[config.mk]
export PLATFORM = sky130hd
export DESIGN_NAME = cmc_logic_block
export DESIGN_NICKNAME = d
export VERILOG_FILES = /design/src/core/cmc_ctrl_term.v /design/src/core/cmc_macrocell.v /design/src/core/cmc_logic_block.v
export VERILOG_INCLUDE_DIRS = /design/src /design/src/core
export SDC_FILE = /design/constraint.sdc
export NUM_CORES = 1
export LEC_CHECK = 0
export BUFFER_PORTS_ARGS = -buffer_cell sky130_fd_sc_hd__buf_2
export CAP_MARGIN = 10
export CORE_MARGIN = 2
export CORE_UTILIZATION = 50
export CTS_CLUSTER_SIZE = 14
export DETAILED_ROUTE_END_ITERATION = 7
export HOLD_SLACK_MARGIN = 0.03
export PLACE_DENSITY = 0.7
export SYNTH_ARGS = -nofsm -noshare
export SYNTH_HDL_FRONTEND = slang
export SYNTH_HIERARCHICAL = 1
export SYNTH_SLANG_ARGS = --single-unit
[constraint.sdc]
create_clock -name clk_sys -period 5 [get_ports clk_sys]
set_input_delay 1 -clock clk_sys [delete_from_list [all_inputs] [get_ports clk_sys]]
set_output_delay 1 -clock clk_sys [all_outputs]
set_load 0.01 [all_outputs]
[src/core/cmc_map.vh]
/*
 * Constants for the configurable macrocell logic block: word indices of the
 * configuration registers, field positions inside them and reset values.
 * Assumes a register port with byte addresses and one 32-bit word per register.
 */
`ifndef CMC_MAP_VH
`define CMC_MAP_VH

// Word indices (byte address = index * 4)
`define CMC_IDX_GLOBAL      6'h00
`define CMC_IDX_STATUS      6'h01
`define CMC_IDX_CT_LO       6'h04
`define CMC_IDX_CT_HI       6'h0A
`define CMC_IDX_CELL_HI     2'h1

// Global register fields
`define CMC_GLB_FLOAT_EN    0
`define CMC_GLB_GLOBAL_DUAL_MODE_CLOCK_ASYNC  1
`define CMC_GLB_SRC_LSB     4
`define CMC_GLB_SRC_MSB     7
`define CMC_GLB_RESET       8'h00

// Control term high word fields
`define CMC_CTH_MASK_MSB    3
`define CMC_CTH_OR_MODE     8

// Macrocell configuration word fields
`define CMC_CFG_WIDTH       9
`define CMC_CFG_MODE_LSB    0
`define CMC_CFG_MODE_MSB    1
`define CMC_CFG_CLK_LSB     2
`define CMC_CFG_CLK_MSB     3
`define CMC_CFG_FALLING     4
`define CMC_CFG_PR_EN       5
`define CMC_CFG_OE_LSB      6
`define CMC_CFG_OE_MSB      8
`define CMC_CFG_RESET       9'h000

// Storage modes
`define CMC_MODE_COMB       2'h0
`define CMC_MODE_D          2'h1
`define CMC_MODE_T          2'h2

// Clock sources
`define CMC_CLK_SYNC        2'h0
`define CMC_CLK_DUAL        2'h1
`define CMC_CLK_CT_A        2'h2
`define CMC_CLK_CT_B        2'h3

// Output enable sources
`define CMC_OE_OFF          3'h0
`define CMC_OE_ON           3'h1
`define CMC_OE_CT_A         3'h2
`define CMC_OE_CT_B         3'h3
`define CMC_OE_CT_C         3'h4
`define CMC_OE_CT_D         3'h5

`endif

[src/core/cmc_ctrl_term.v]
/*
 * One control term: an AND or an OR of any selection of the block inputs.
 * Assumes inputs arrive on the system clock; the result is combinational.
 */
`timescale 1ns/1ps

module cmc_ctrl_term #(
	parameter NIN = 36
) (
	input  wire [NIN-1:0] termIn,
	input  wire [NIN-1:0] useMask,
	input  wire           orMode,
	output wire           termOut
);

	// Unused inputs are neutral: one for AND, zero for OR
	assign termOut = orMode ? |(termIn & useMask) : &(termIn | ~useMask);

endmodule // cmc_ctrl_term

[src/core/cmc_macrocell.v]
/*
 * One macrocell: storage element as D, T or combinational path, clock
 * source choice, preset/reset gating and output enable choice.
 * Assumes clock sources arrive as one-cycle edge pulses on clk_sys.
 */
`timescale 1ns/1ps
`include "cmc_map.vh"

module cmc_macrocell (
	input  wire                      clk_sys,
	input  wire                      rstn,
	input  wire [`CMC_CFG_WIDTH-1:0] cfg,
	input  wire                      sumIn,
	input  wire                      syncRise,
	input  wire                      syncFall,
	input  wire                      dualRise,
	input  wire                      dualFall,
	input  wire                      ctClkA,
	input  wire                      ctClkB,
	input  wire                      presetTerm,
	input  wire                      resetTerm,
	input  wire [3:0]                oeTerms,
	output reg                       state,
	output wire                      cellOut,
	output reg                       oeWant
);

	wire [1:0] mode;
	wire [1:0] clkSel;
	wire [2:0] oeSel;
	reg        clkEdge;
	reg        next_state;

	assign mode   = cfg[`CMC_CFG_MODE_MSB:`CMC_CFG_MODE_LSB];
	assign clkSel = cfg[`CMC_CFG_CLK_MSB:`CMC_CFG_CLK_LSB];
	assign oeSel  = cfg[`CMC_CFG_OE_MSB:`CMC_CFG_OE_LSB];

	// Clock source pick; polarity only for the two global clocks
	always @* begin
		case (clkSel)
		`CMC_CLK_SYNC: clkEdge = cfg[`CMC_CFG_FALLING] ? syncFall : syncRise;
		`CMC_CLK_DUAL: clkEdge = cfg[`CMC_CFG_FALLING] ? dualFall : dualRise;
		`CMC_CLK_CT_A: clkEdge = ctClkA;
		default:       clkEdge = ctClkB;
		endcase
	end

	// Reset term beats preset term; both beat the clock, as asynchronous controls do
	always @* begin
		next_state = state;
		if (cfg[`CMC_CFG_PR_EN] && resetTerm) begin
			next_state = 1'b0;
		end else if (cfg[`CMC_CFG_PR_EN] && presetTerm) begin
			next_state = 1'b1;
		end else if (clkEdge) begin
			if (mode == `CMC_MODE_T) begin
				next_state = state ^ sumIn;
			end else begin
				next_state = sumIn;
			end
		end
	end

	// Storage starts at zero, as after power-up
	always @(posedge clk_sys) begin
		if (!rstn) begin
			state <= 1'b0;
		end else begin
			state <= next_state;
		end
	end

	// Combinational mode bypasses the storage element
	assign cellOut = (mode == `CMC_MODE_COMB) ? sumIn : state;

	// Output enable choice
	always @* begin
		case (oeSel)
		`CMC_OE_ON:   oeWant = 1'b1;
		`CMC_OE_CT_A: oeWant = oeTerms[0];
		`CMC_OE_CT_B: oeWant = oeTerms[1];
		`CMC_OE_CT_C: oeWant = oeTerms[2];
		`CMC_OE_CT_D: oeWant = oeTerms[3];
		default:      oeWant = 1'b0;
		endcase
	end

endmodule // cmc_macrocell

[src/core/cmc_logic_block.v]
/*
 * Logic block of sixteen configurable macrocells with six shared control
 * terms, two global clocks, a global output float pin, pad and cell feedback
 * toward the interconnect array, and a plain configuration register port.
 * Assumes interconnect inputs and summed terms are on clk_sys; the global
 * clock pins, float pin and pad inputs are asynchronous and are synchronised.
 * All clock sources are sampled and turned into edge pulses on clk_sys.
 */
// The address map and strobed register access were left to the implementer.
`timescale 1ns/1ps
`include "cmc_map.vh"

module cmc_logic_block #(
	parameter NIN   = 36,
	parameter NCELL = 16,
	parameter NCT   = 6
) (
	input  wire             clk_sys,
	input  wire             rstn,
	input  wire [7:0]       regAddr,
	input  wire [31:0]      regWdata,
	input  wire             regWr,
	input  wire             regRd,
	output reg  [31:0]      regRdata,
	input  wire [NIN-1:0]   icInput,
	input  wire [NCELL-1:0] sumTerm,
	input  wire             globalSyncClock,
	input  wire             globalDualModeClock,
	input  wire             globalOutputFloatPin_n,
	input  wire [NCELL-1:0] padIn,
	output reg  [NCELL-1:0] padOut,
	output reg  [NCELL-1:0] padOe,
	output reg  [NCELL-1:0] fbMacro,
	output reg  [NCELL-1:0] fbPin
);

	wire [5:0]           wIdx;
	reg  [7:0]           glbCfg;
	reg  [NIN-1:0]       ctMask [0:NCT-1];
	reg  [NCT-1:0]       ctOr;
	reg  [`CMC_CFG_WIDTH-1:0] cellCfg [0:NCELL-1];
	wire [NCT-1:0]       ctVal;
	reg  [1:0]           ctPrev;
	wire                 ctClkA;
	wire                 ctClkB;
	wire [NCELL-1:0]     cellState;
	wire [NCELL-1:0]     cellOut;
	wire [NCELL-1:0]     cellOe;
	reg  [31:0]          next_rdata;
	integer              iCt;
	integer              iCell;
	integer              iRd;

	assign wIdx = regAddr[7:2];

	// Three-stage synchronisers; a change is taken once stages two and three agree
	reg [2:0] syncClkS;
	reg [2:0] dualClkS;
	reg [2:0] floatS;
	reg       syncClkLvl;
	reg       dualPinLvl;
	reg       floatLvl_n;
	reg [NCELL-1:0] padS1;
	reg [NCELL-1:0] padS2;
	reg [NCELL-1:0] padS3;
	reg [NCELL-1:0] padLvl;

	// First global clock pin; only an outside pin may feed it
	always @(posedge clk_sys) begin
		if (!rstn) begin
			syncClkS   <= 3'h0;
			syncClkLvl <= 1'b0;
		end else begin
			syncClkS <= {syncClkS[1:0], globalSyncClock};
			if (syncClkS[1] == syncClkS[2]) begin
				syncClkLvl <= syncClkS[2];
			end
		end
	end

	// Second global clock pin; used while the cell equation source is off
	always @(posedge clk_sys) begin
		if (!rstn) begin
			dualClkS   <= 3'h0;
			dualPinLvl <= 1'b0;
		end else begin
			dualClkS <= {dualClkS[1:0], globalDualModeClock};
			if (dualClkS[1] == dualClkS[2]) begin
				dualPinLvl <= dualClkS[2];
			end
		end
	end

	// Float pin idles high, so the filter starts there and no float follows reset
	always @(posedge clk_sys) begin
		if (!rstn) begin
			floatS     <= 3'h7;
			floatLvl_n <= 1'b1;
		end else begin
			floatS <= {floatS[1:0], globalOutputFloatPin_n};
			if (floatS[1] == floatS[2]) begin
				floatLvl_n <= floatS[2];
			end
		end
	end

	// Pads: each bit changes only when stages two and three agree
	always @(posedge clk_sys) begin
		if (!rstn) begin
			padS1  <= {NCELL{1'b0}};
			padS2  <= {NCELL{1'b0}};
			padS3  <= {NCELL{1'b0}};
			padLvl <= {NCELL{1'b0}};
		end else begin
			padS1  <= padIn;
			padS2  <= padS1;
			padS3  <= padS2;
			padLvl <= (padS2 & padS3) | (padLvl & (padS2 ^ padS3));
		end
	end

	// Second global clock: pin, or a cell equation taken from its registered feedback
	wire       dualAsync;
	wire [3:0] dualSrc;
	wire       dualLvl;
	reg        syncPrev;
	reg        dualPrev;
	wire       syncRise;
	wire       syncFall;
	wire       dualRise;
	wire       dualFall;

	assign dualAsync = glbCfg[`CMC_GLB_GLOBAL_DUAL_MODE_CLOCK_ASYNC];
	assign dualSrc   = glbCfg[`CMC_GLB_SRC_MSB:`CMC_GLB_SRC_LSB];
	// Registered feedback avoids a loop through the cell's own clock
	assign dualLvl   = dualAsync ? fbMacro[dualSrc] : dualPinLvl;

	// Edge tracker of the first global clock
	always @(posedge clk_sys) begin
		if (!rstn) begin
			syncPrev <= 1'b0;
		end else begin
			syncPrev <= syncClkLvl;
		end
	end

	// Edge tracker of the second clock; a change of source may show as one edge
	always @(posedge clk_sys) begin
		if (!rstn) begin
			dualPrev <= 1'b0;
		end else begin
			dualPrev <= dualLvl;
		end
	end

	// Edges exist only as one-cycle pulses; a pin must stay two samples per level

	assign syncRise = syncClkLvl & ~syncPrev;
	assign syncFall = ~syncClkLvl & syncPrev;
	assign dualRise = dualLvl & ~dualPrev;
	assign dualFall = ~dualLvl & dualPrev;

	// Six shared control terms over the block inputs
	genvar k;
	generate
		for (k = 0; k < NCT; k = k + 1) begin : gCt
			cmc_ctrl_term #(
				.NIN     (NIN)
			) uTerm (
				.termIn  (icInput),
				.useMask (ctMask[k]),
				.orMode  (ctOr[k]),
				.termOut (ctVal[k])
			);
		end
	endgenerate

	// Control term clocks count on their rising edge only
	// The tracker follows the terms through reset: an empty AND term reads one
	// and would otherwise fake an edge right after reset
	always @(posedge clk_sys) begin
		if (!rstn) begin
			ctPrev <= ctVal[3:2];
		end else begin
			ctPrev <= ctVal[3:2];
		end
	end

	// Term clocks have no polarity choice

	assign ctClkA = ctVal[2] & ~ctPrev[0];
	assign ctClkB = ctVal[3] & ~ctPrev[1];

	// Sixteen macrocells share the terms of the block
	genvar c;
	generate
		for (c = 0; c < NCELL; c = c + 1) begin : gCell
			cmc_macrocell uCell (
				.clk_sys    (clk_sys),
				.rstn       (rstn),
				.cfg        (cellCfg[c]),
				.sumIn      (sumTerm[c]),
				.syncRise   (syncRise),
				.syncFall   (syncFall),
				.dualRise   (dualRise),
				.dualFall   (dualFall),
				.ctClkA     (ctClkA),
				.ctClkB     (ctClkB),
				.presetTerm (ctVal[0]),
				.resetTerm  (ctVal[1]),
				.oeTerms    (ctVal[5:2]),
				.state      (cellState[c]),
				.cellOut    (cellOut[c]),
				.oeWant     (cellOe[c])
			);
		end
	endgenerate

	// Pad drive, float and both feedback paths; all registered
	wire floatAll;
	assign floatAll = glbCfg[`CMC_GLB_FLOAT_EN] & ~floatLvl_n;

	// Pad drive and enable; the float pin overrides every enable
	always @(posedge clk_sys) begin
		if (!rstn) begin
			padOut <= {NCELL{1'b0}};
			padOe  <= {NCELL{1'b0}};
		end else begin
			padOut <= cellOut;
			padOe  <= floatAll ? {NCELL{1'b0}} : cellOe;
		end
	end

	// Both feedback paths; the pad path sees the pin even while the cell drives it
	always @(posedge clk_sys) begin
		if (!rstn) begin
			fbMacro <= {NCELL{1'b0}};
			fbPin   <= {NCELL{1'b0}};
		end else begin
			fbMacro <= cellOut;
			fbPin   <= padLvl;
		end
	end

	// Global configuration word
	always @(posedge clk_sys) begin
		if (!rstn) begin
			glbCfg <= `CMC_GLB_RESET;
		end else if (regWr && wIdx == `CMC_IDX_GLOBAL) begin
			glbCfg <= regWdata[7:0];
		end
	end

	// Control term masks and modes; each mask spans a low and a high word
	always @(posedge clk_sys) begin
		if (!rstn) begin
			ctOr <= {NCT{1'b0}};
			for (iCt = 0; iCt < NCT; iCt = iCt + 1) begin
				ctMask[iCt] <= {NIN{1'b0}};
			end
		end else if (regWr) begin
			for (iCt = 0; iCt < NCT; iCt = iCt + 1) begin
				if (wIdx == `CMC_IDX_CT_LO + iCt) begin
					ctMask[iCt][31:0] <= regWdata;
				end
				if (wIdx == `CMC_IDX_CT_HI + iCt) begin
					ctMask[iCt][NIN-1:32] <= regWdata[`CMC_CTH_MASK_MSB:0];
					ctOr[iCt]             <= regWdata[`CMC_CTH_OR_MODE];
				end
			end
		end
	end

	// Cell configuration writes; configuration is meant to be static in use
	// A rewrite while the chosen clock moves can cost or add one capture
	always @(posedge clk_sys) begin
		if (!rstn) begin
			for (iCell = 0; iCell < NCELL; iCell = iCell + 1) begin
				cellCfg[iCell] <= `CMC_CFG_RESET;
			end
		end else if (regWr && wIdx[5:4] == `CMC_IDX_CELL_HI) begin
			cellCfg[wIdx[3:0]] <= regWdata[`CMC_CFG_WIDTH-1:0];
		end
	end

	// Read decode; unmapped words read zero
	// Status shows stored bits, so a combinational cell reads the storage that its chosen clock still loads
	always @* begin
		next_rdata = 32'h00000000;
		case (wIdx)
		`CMC_IDX_GLOBAL: begin
			next_rdata[7:0] = glbCfg;
		end
		`CMC_IDX_STATUS: begin
			next_rdata = {fbPin, cellState};
		end
		default: begin
			next_rdata = 32'h00000000;
		end
		endcase
		for (iRd = 0; iRd < NCT; iRd = iRd + 1) begin
			if (wIdx == `CMC_IDX_CT_LO + iRd) begin
				next_rdata = ctMask[iRd][31:0];
			end
			if (wIdx == `CMC_IDX_CT_HI + iRd) begin
				next_rdata[`CMC_CTH_MASK_MSB:0] = ctMask[iRd][NIN-1:32];
				next_rdata[`CMC_CTH_OR_MODE]    = ctOr[iRd];
			end
		end
		if (wIdx[5:4] == `CMC_IDX_CELL_HI) begin
			next_rdata[`CMC_CFG_WIDTH-1:0] = cellCfg[wIdx[3:0]];
		end
	end

	// Read data stands only in the cycle after the strobe
	always @(posedge clk_sys) begin
		if (!rstn) begin
			regRdata <= 32'h00000000;
		end else if (regRd) begin
			regRdata <= next_rdata;
		end else begin
			regRdata <= 32'h00000000;
		end
	end

endmodule // cmc_logic_block

==> flow_summary.rst <==
.. list-table::
   :header-rows: 1

   * - Metric
     - Value
   * - Crit path time final
     - between 4 and 5 ns
   * - Maximum number of pins on one net before global-route repair
     - 111
   * - Total DRC errors in the routed layout
     - 2
   * - Count of final setup violators
     - 0
   * - Failing checks
     - DRC
   * - Slew Viols, Final
     - 0
   * - P_int
     - 8.063 mW
   * - H-tree Lvls
     - 2
   * - Deepest clock path buffer count
     - 3
   * - CTS buffer count
     - 58
   * - Crit path arrival time
     - around 4.5 ns
   * - Clock root buffer
     - sky130_fd_sc_hd__clkbuf_16
   * - Power Total
     - 10.74 mW
   * - Worst-Margin Slew
     - 1.376 ns
   * - Share of layout cells above drive strength 1
     - 18.35%
   * - Clock slew seen by the registers of the worst setup and hold paths
     - about 0.060 ns
   * - Number of global-route vias before repair
     - roughly 21000
   * - Gate power share
     - around 8.5%
   * - Register ranked first by flip-flop count
     - ctMask
   * - Total wirelength of the detailed-routed design
     - a little under 100000 µm
   * - Global routing usage summed across all routing layers
     - 34.11%
   * - Routed WL per cell
     - 28.50 µm
   * - Unrepaired setup endpoints after global routing
     - false
   * - P&R area growth vs syn
     - 13.81%
   * - Number of clock sinks
     - 550
   * - Netlist area before placement
     - about 28000 µm²
   * - Share of the cycle needed by the critical path after routing
     - about 80%
   * - Floorplan die width
     - 239.1 µm
   * - Switching power share of the total
     - 24.95%
   * - Peak VDD IR
     - between 0.2 and 0.3 mV
   * - Upper clock frequency limit
     - about 250 MHz
   * - Drt pass-1 iters
     - 8
   * - IO buf count
     - approximately 210
   * - Yosys warns
     - 6
   * - Hold-fix buffers, CTS
     - 0
   * - Sequential cell area fraction in the yosys report
     - approximately 53%
   * - Routability congestion estimate
     - approximately 1
   * - Number of DRC markers after the initial detailed-route iteration
     - 3236
   * - Crit path kind
     - flop to flop
   * - Static leakage power
     - 13.07 nW
   * - Post-synth EDFFs
     - 360
   * - Gate count of the mapped netlist
     - about 2500
   * - Clock power share
     - a little over two fifths
   * - Reported net switching power
     - 2.680 mW
   * - Setup crit end kind
     - flop
   * - Number of synthesized register bits
     - 550
   * - Core Box Area
     - 54880 µm²
   * - Effective utilization at floorplan
     - 50.37%
   * - Post-synth top flop
     - sky130_fd_sc_hd__edfxtp_1
   * - CP startpoint kind
     - flop
   * - Required @ worst endpoint
     - ~5.5 ns
   * - Total global routing overflow
     - 0
   * - Resized Gates After CTS
     - 0
   * - Number of antenna violations at the first check in global routing
     - 13
   * - Run status
     - finished with violations
   * - Die span in y
     - 239.1 µm
   * - Highest-count cells in the layout ignoring fill and taps
     - 360 x sky130_fd_sc_hd__edfxtp_1, 243 x sky130_fd_sc_hd__inv_1, 238 x sky130_fd_sc_hd__and2_1, 211 x sky130_fd_sc_hd__and3_1, 207 x sky130_fd_sc_hd__buf_2
   * - Rows
     - 86
   * - Setup TNS
     - 0 ns
   * - Clock latency of the later-clocked register in the worst-skew pair
     - 0.64 ns
   * - Die outline area
     - 57180 µm²
   * - Most common library cell in the layout ignoring fill and taps
     - sky130_fd_sc_hd__edfxtp_1
   * - Vias post-DR
     - 22560
   * - Peak fanout along the critical path
     - 16
   * - Net count of the mapped netlist
     - about 2600
   * - I/O pin count
     - approximately 210
   * - Path type of the worst min-delay path
     - flop to flop
   * - Sequential power share
     - about half
   * - Skew final
     - 0.02652 ns
   * - Global-route wire length before repair
     - 141500 µm
   * - Final count of hold timing violations
     - 0
   * - Unique cell type count in the Yosys netlist
     - 60
   * - Net total in the final layout
     - 2816
   * - # Max-Cap Violations
     - 0
   * - Flip-flop count of the largest register, all copies and words added
     - ~220
   * - Power density relative to cell area
     - between 300 and 400 nW/µm²
   * - Clock tree from TritonCTS
     - yes
   * - Vias per cell
     - 6.529
   * - Post-detailed-placement half-perimeter wirelength
     - 71410 µm
   * - Average cell area after synthesis
     - 10.98 µm²
   * - Registers with the most flip-flops
     - ctMask x216, cellCfg x144, regRdata x32
   * - Headroom to the max-slew limit
     - 8.106%
   * - Fraction of synthesis flops using an asynchronous set or reset pin
     - 0%
   * - Post-route ant nets
     - 0
   * - Postcts setup bufs
     - 0
==> final timing paths <==
path / start / to / slack (ns) / cells after the start
hold / removal: floatS[0]$_SDFF_PN1_ / floatS[1]$_SDFF_PN1_ / 0.41 / 1
setup / recovery: glbCfg[4]$_SDFFE_PN0P_ / gCell[11].uCell/state$_SDFFE_PP0P_ / 0.98 / 8
hold reg to reg: floatS[0]$_SDFF_PN1_ / floatS[1]$_SDFF_PN1_ / 0.41 / 1
setup reg to reg: glbCfg[4]$_SDFFE_PN0P_ / gCell[11].uCell/state$_SDFFE_PP0P_ / 0.98 / 8
==> cell families (layout without fill, tap and decap cells) <==
kind of cell | after synthesis | in the layout | share of synthesized area, %
compound gates | 501 | 501 | 13.82
simple gates | 910 | 910 | 18.76
xor+xnor | 16 | 16 | 0.5069
fa+ha+maj | 16 | 16 | 0.7242
buf+inv | 407 | 624 | 5.893
other cells | 0 | 16 | 0
mux | 118 | 118 | 7.432
flops | 550 | 550 | 52.87
==> synthesized netlist by cell type (all sizes together), types with 18 or more instances <==
cell / n / area share [%]
a21oi: 79 / 1.4
a221oi: 53 / 2.4
a22o: 36 / 1.1
a22oi: 103 / 2.8
and2: 239 / 5.4
and3: 211 / 4.8
buf: 39 / 0.90
clkbuf: 124 / 1.7
dfxtp: 190 / 14
edfxtp: 360 / 39
inv: 243 / 3.3
mux2: 48 / 2.0
mux4: 65 / 5.3
nand2: 121 / 1.6
nand2b: 18 / 0.41
nand3: 43 / 0.78
nand4: 30 / 0.68
nor2: 99 / 1.4
nor2b: 24 / 0.54
nor3: 47 / 0.96
nor4: 24 / 0.54
o21ai: 24 / 0.43
o22ai: 103 / 2.3
==> power groups by stage <==
stage | sequential (mW) | clock (mW) | combinational, mW
CTS | 5.23 | 4.62 | 0.879
global route | 5.26 | 4.79 | 0.950
detailed placement | 5.33 | 0 | 0.875
global placement | 5.32 | 0 | 0.864
floorplan | 5.25 | 0 | 0.488
finish | 5.24 | 4.59 | 0.909
==> metrics by stage <==
step | area [µm²] | worst slack (ns) | std cells | hold slack (ns) | utilization, %
floorplan | 27640 | 1.351 | 2518 | 0.3863 | -
global placement | 29370 | 0.2839 | 3327 | 0.4008 | 53.52
detailed placement | 29370 | 0.1822 | 3327 | 0.3991 | 53.52
CTS | 31410 | 0.8307 | 3437 | 0.4132 | 57.23
global route | 31450 | 0.8913 | 3451 | 0.4300 | 57.31
finish | 31460 | 0.9839 | 3455 | 0.4117 | 57.33
==> layout make-up <==
class	count	area (µm²)
flip-flops and latches	550	14610
inverters	244	915.9
repair buffers	270	1521
multi-input cells	1561	11450
diodes	16	40.04
clock buffers	78	1670
clock inverters	32	365.4
well taps	704	880.8
fillers	4640	23420
==> worst max-delay path, cell delays in order (launching register included) <==
cell	delay, ns
sky130_fd_sc_hd__dfxtp_1	0.67
sky130_fd_sc_hd__mux4_2	0.63
sky130_fd_sc_hd__mux4_2	0.47
sky130_fd_sc_hd__mux2i_1	0.35
sky130_fd_sc_hd__nor2_1	0.34
sky130_fd_sc_hd__mux2_1	0.38
sky130_fd_sc_hd__mux4_2	0.50
sky130_fd_sc_hd__or3b_1	0.37
sky130_fd_sc_hd__and4_1	0.19
==> metal layers <==
layer	part of all wire (%)	vias up	global-route usage [%]
met4	4.6	0	15.17
met2	42	1566	48.37
met1	41	11020	49.56
met5	0	-	0
met3	13	241	8.176
li1	-	9730	-
Note: power is estimated with default switching activity, not from simulation.
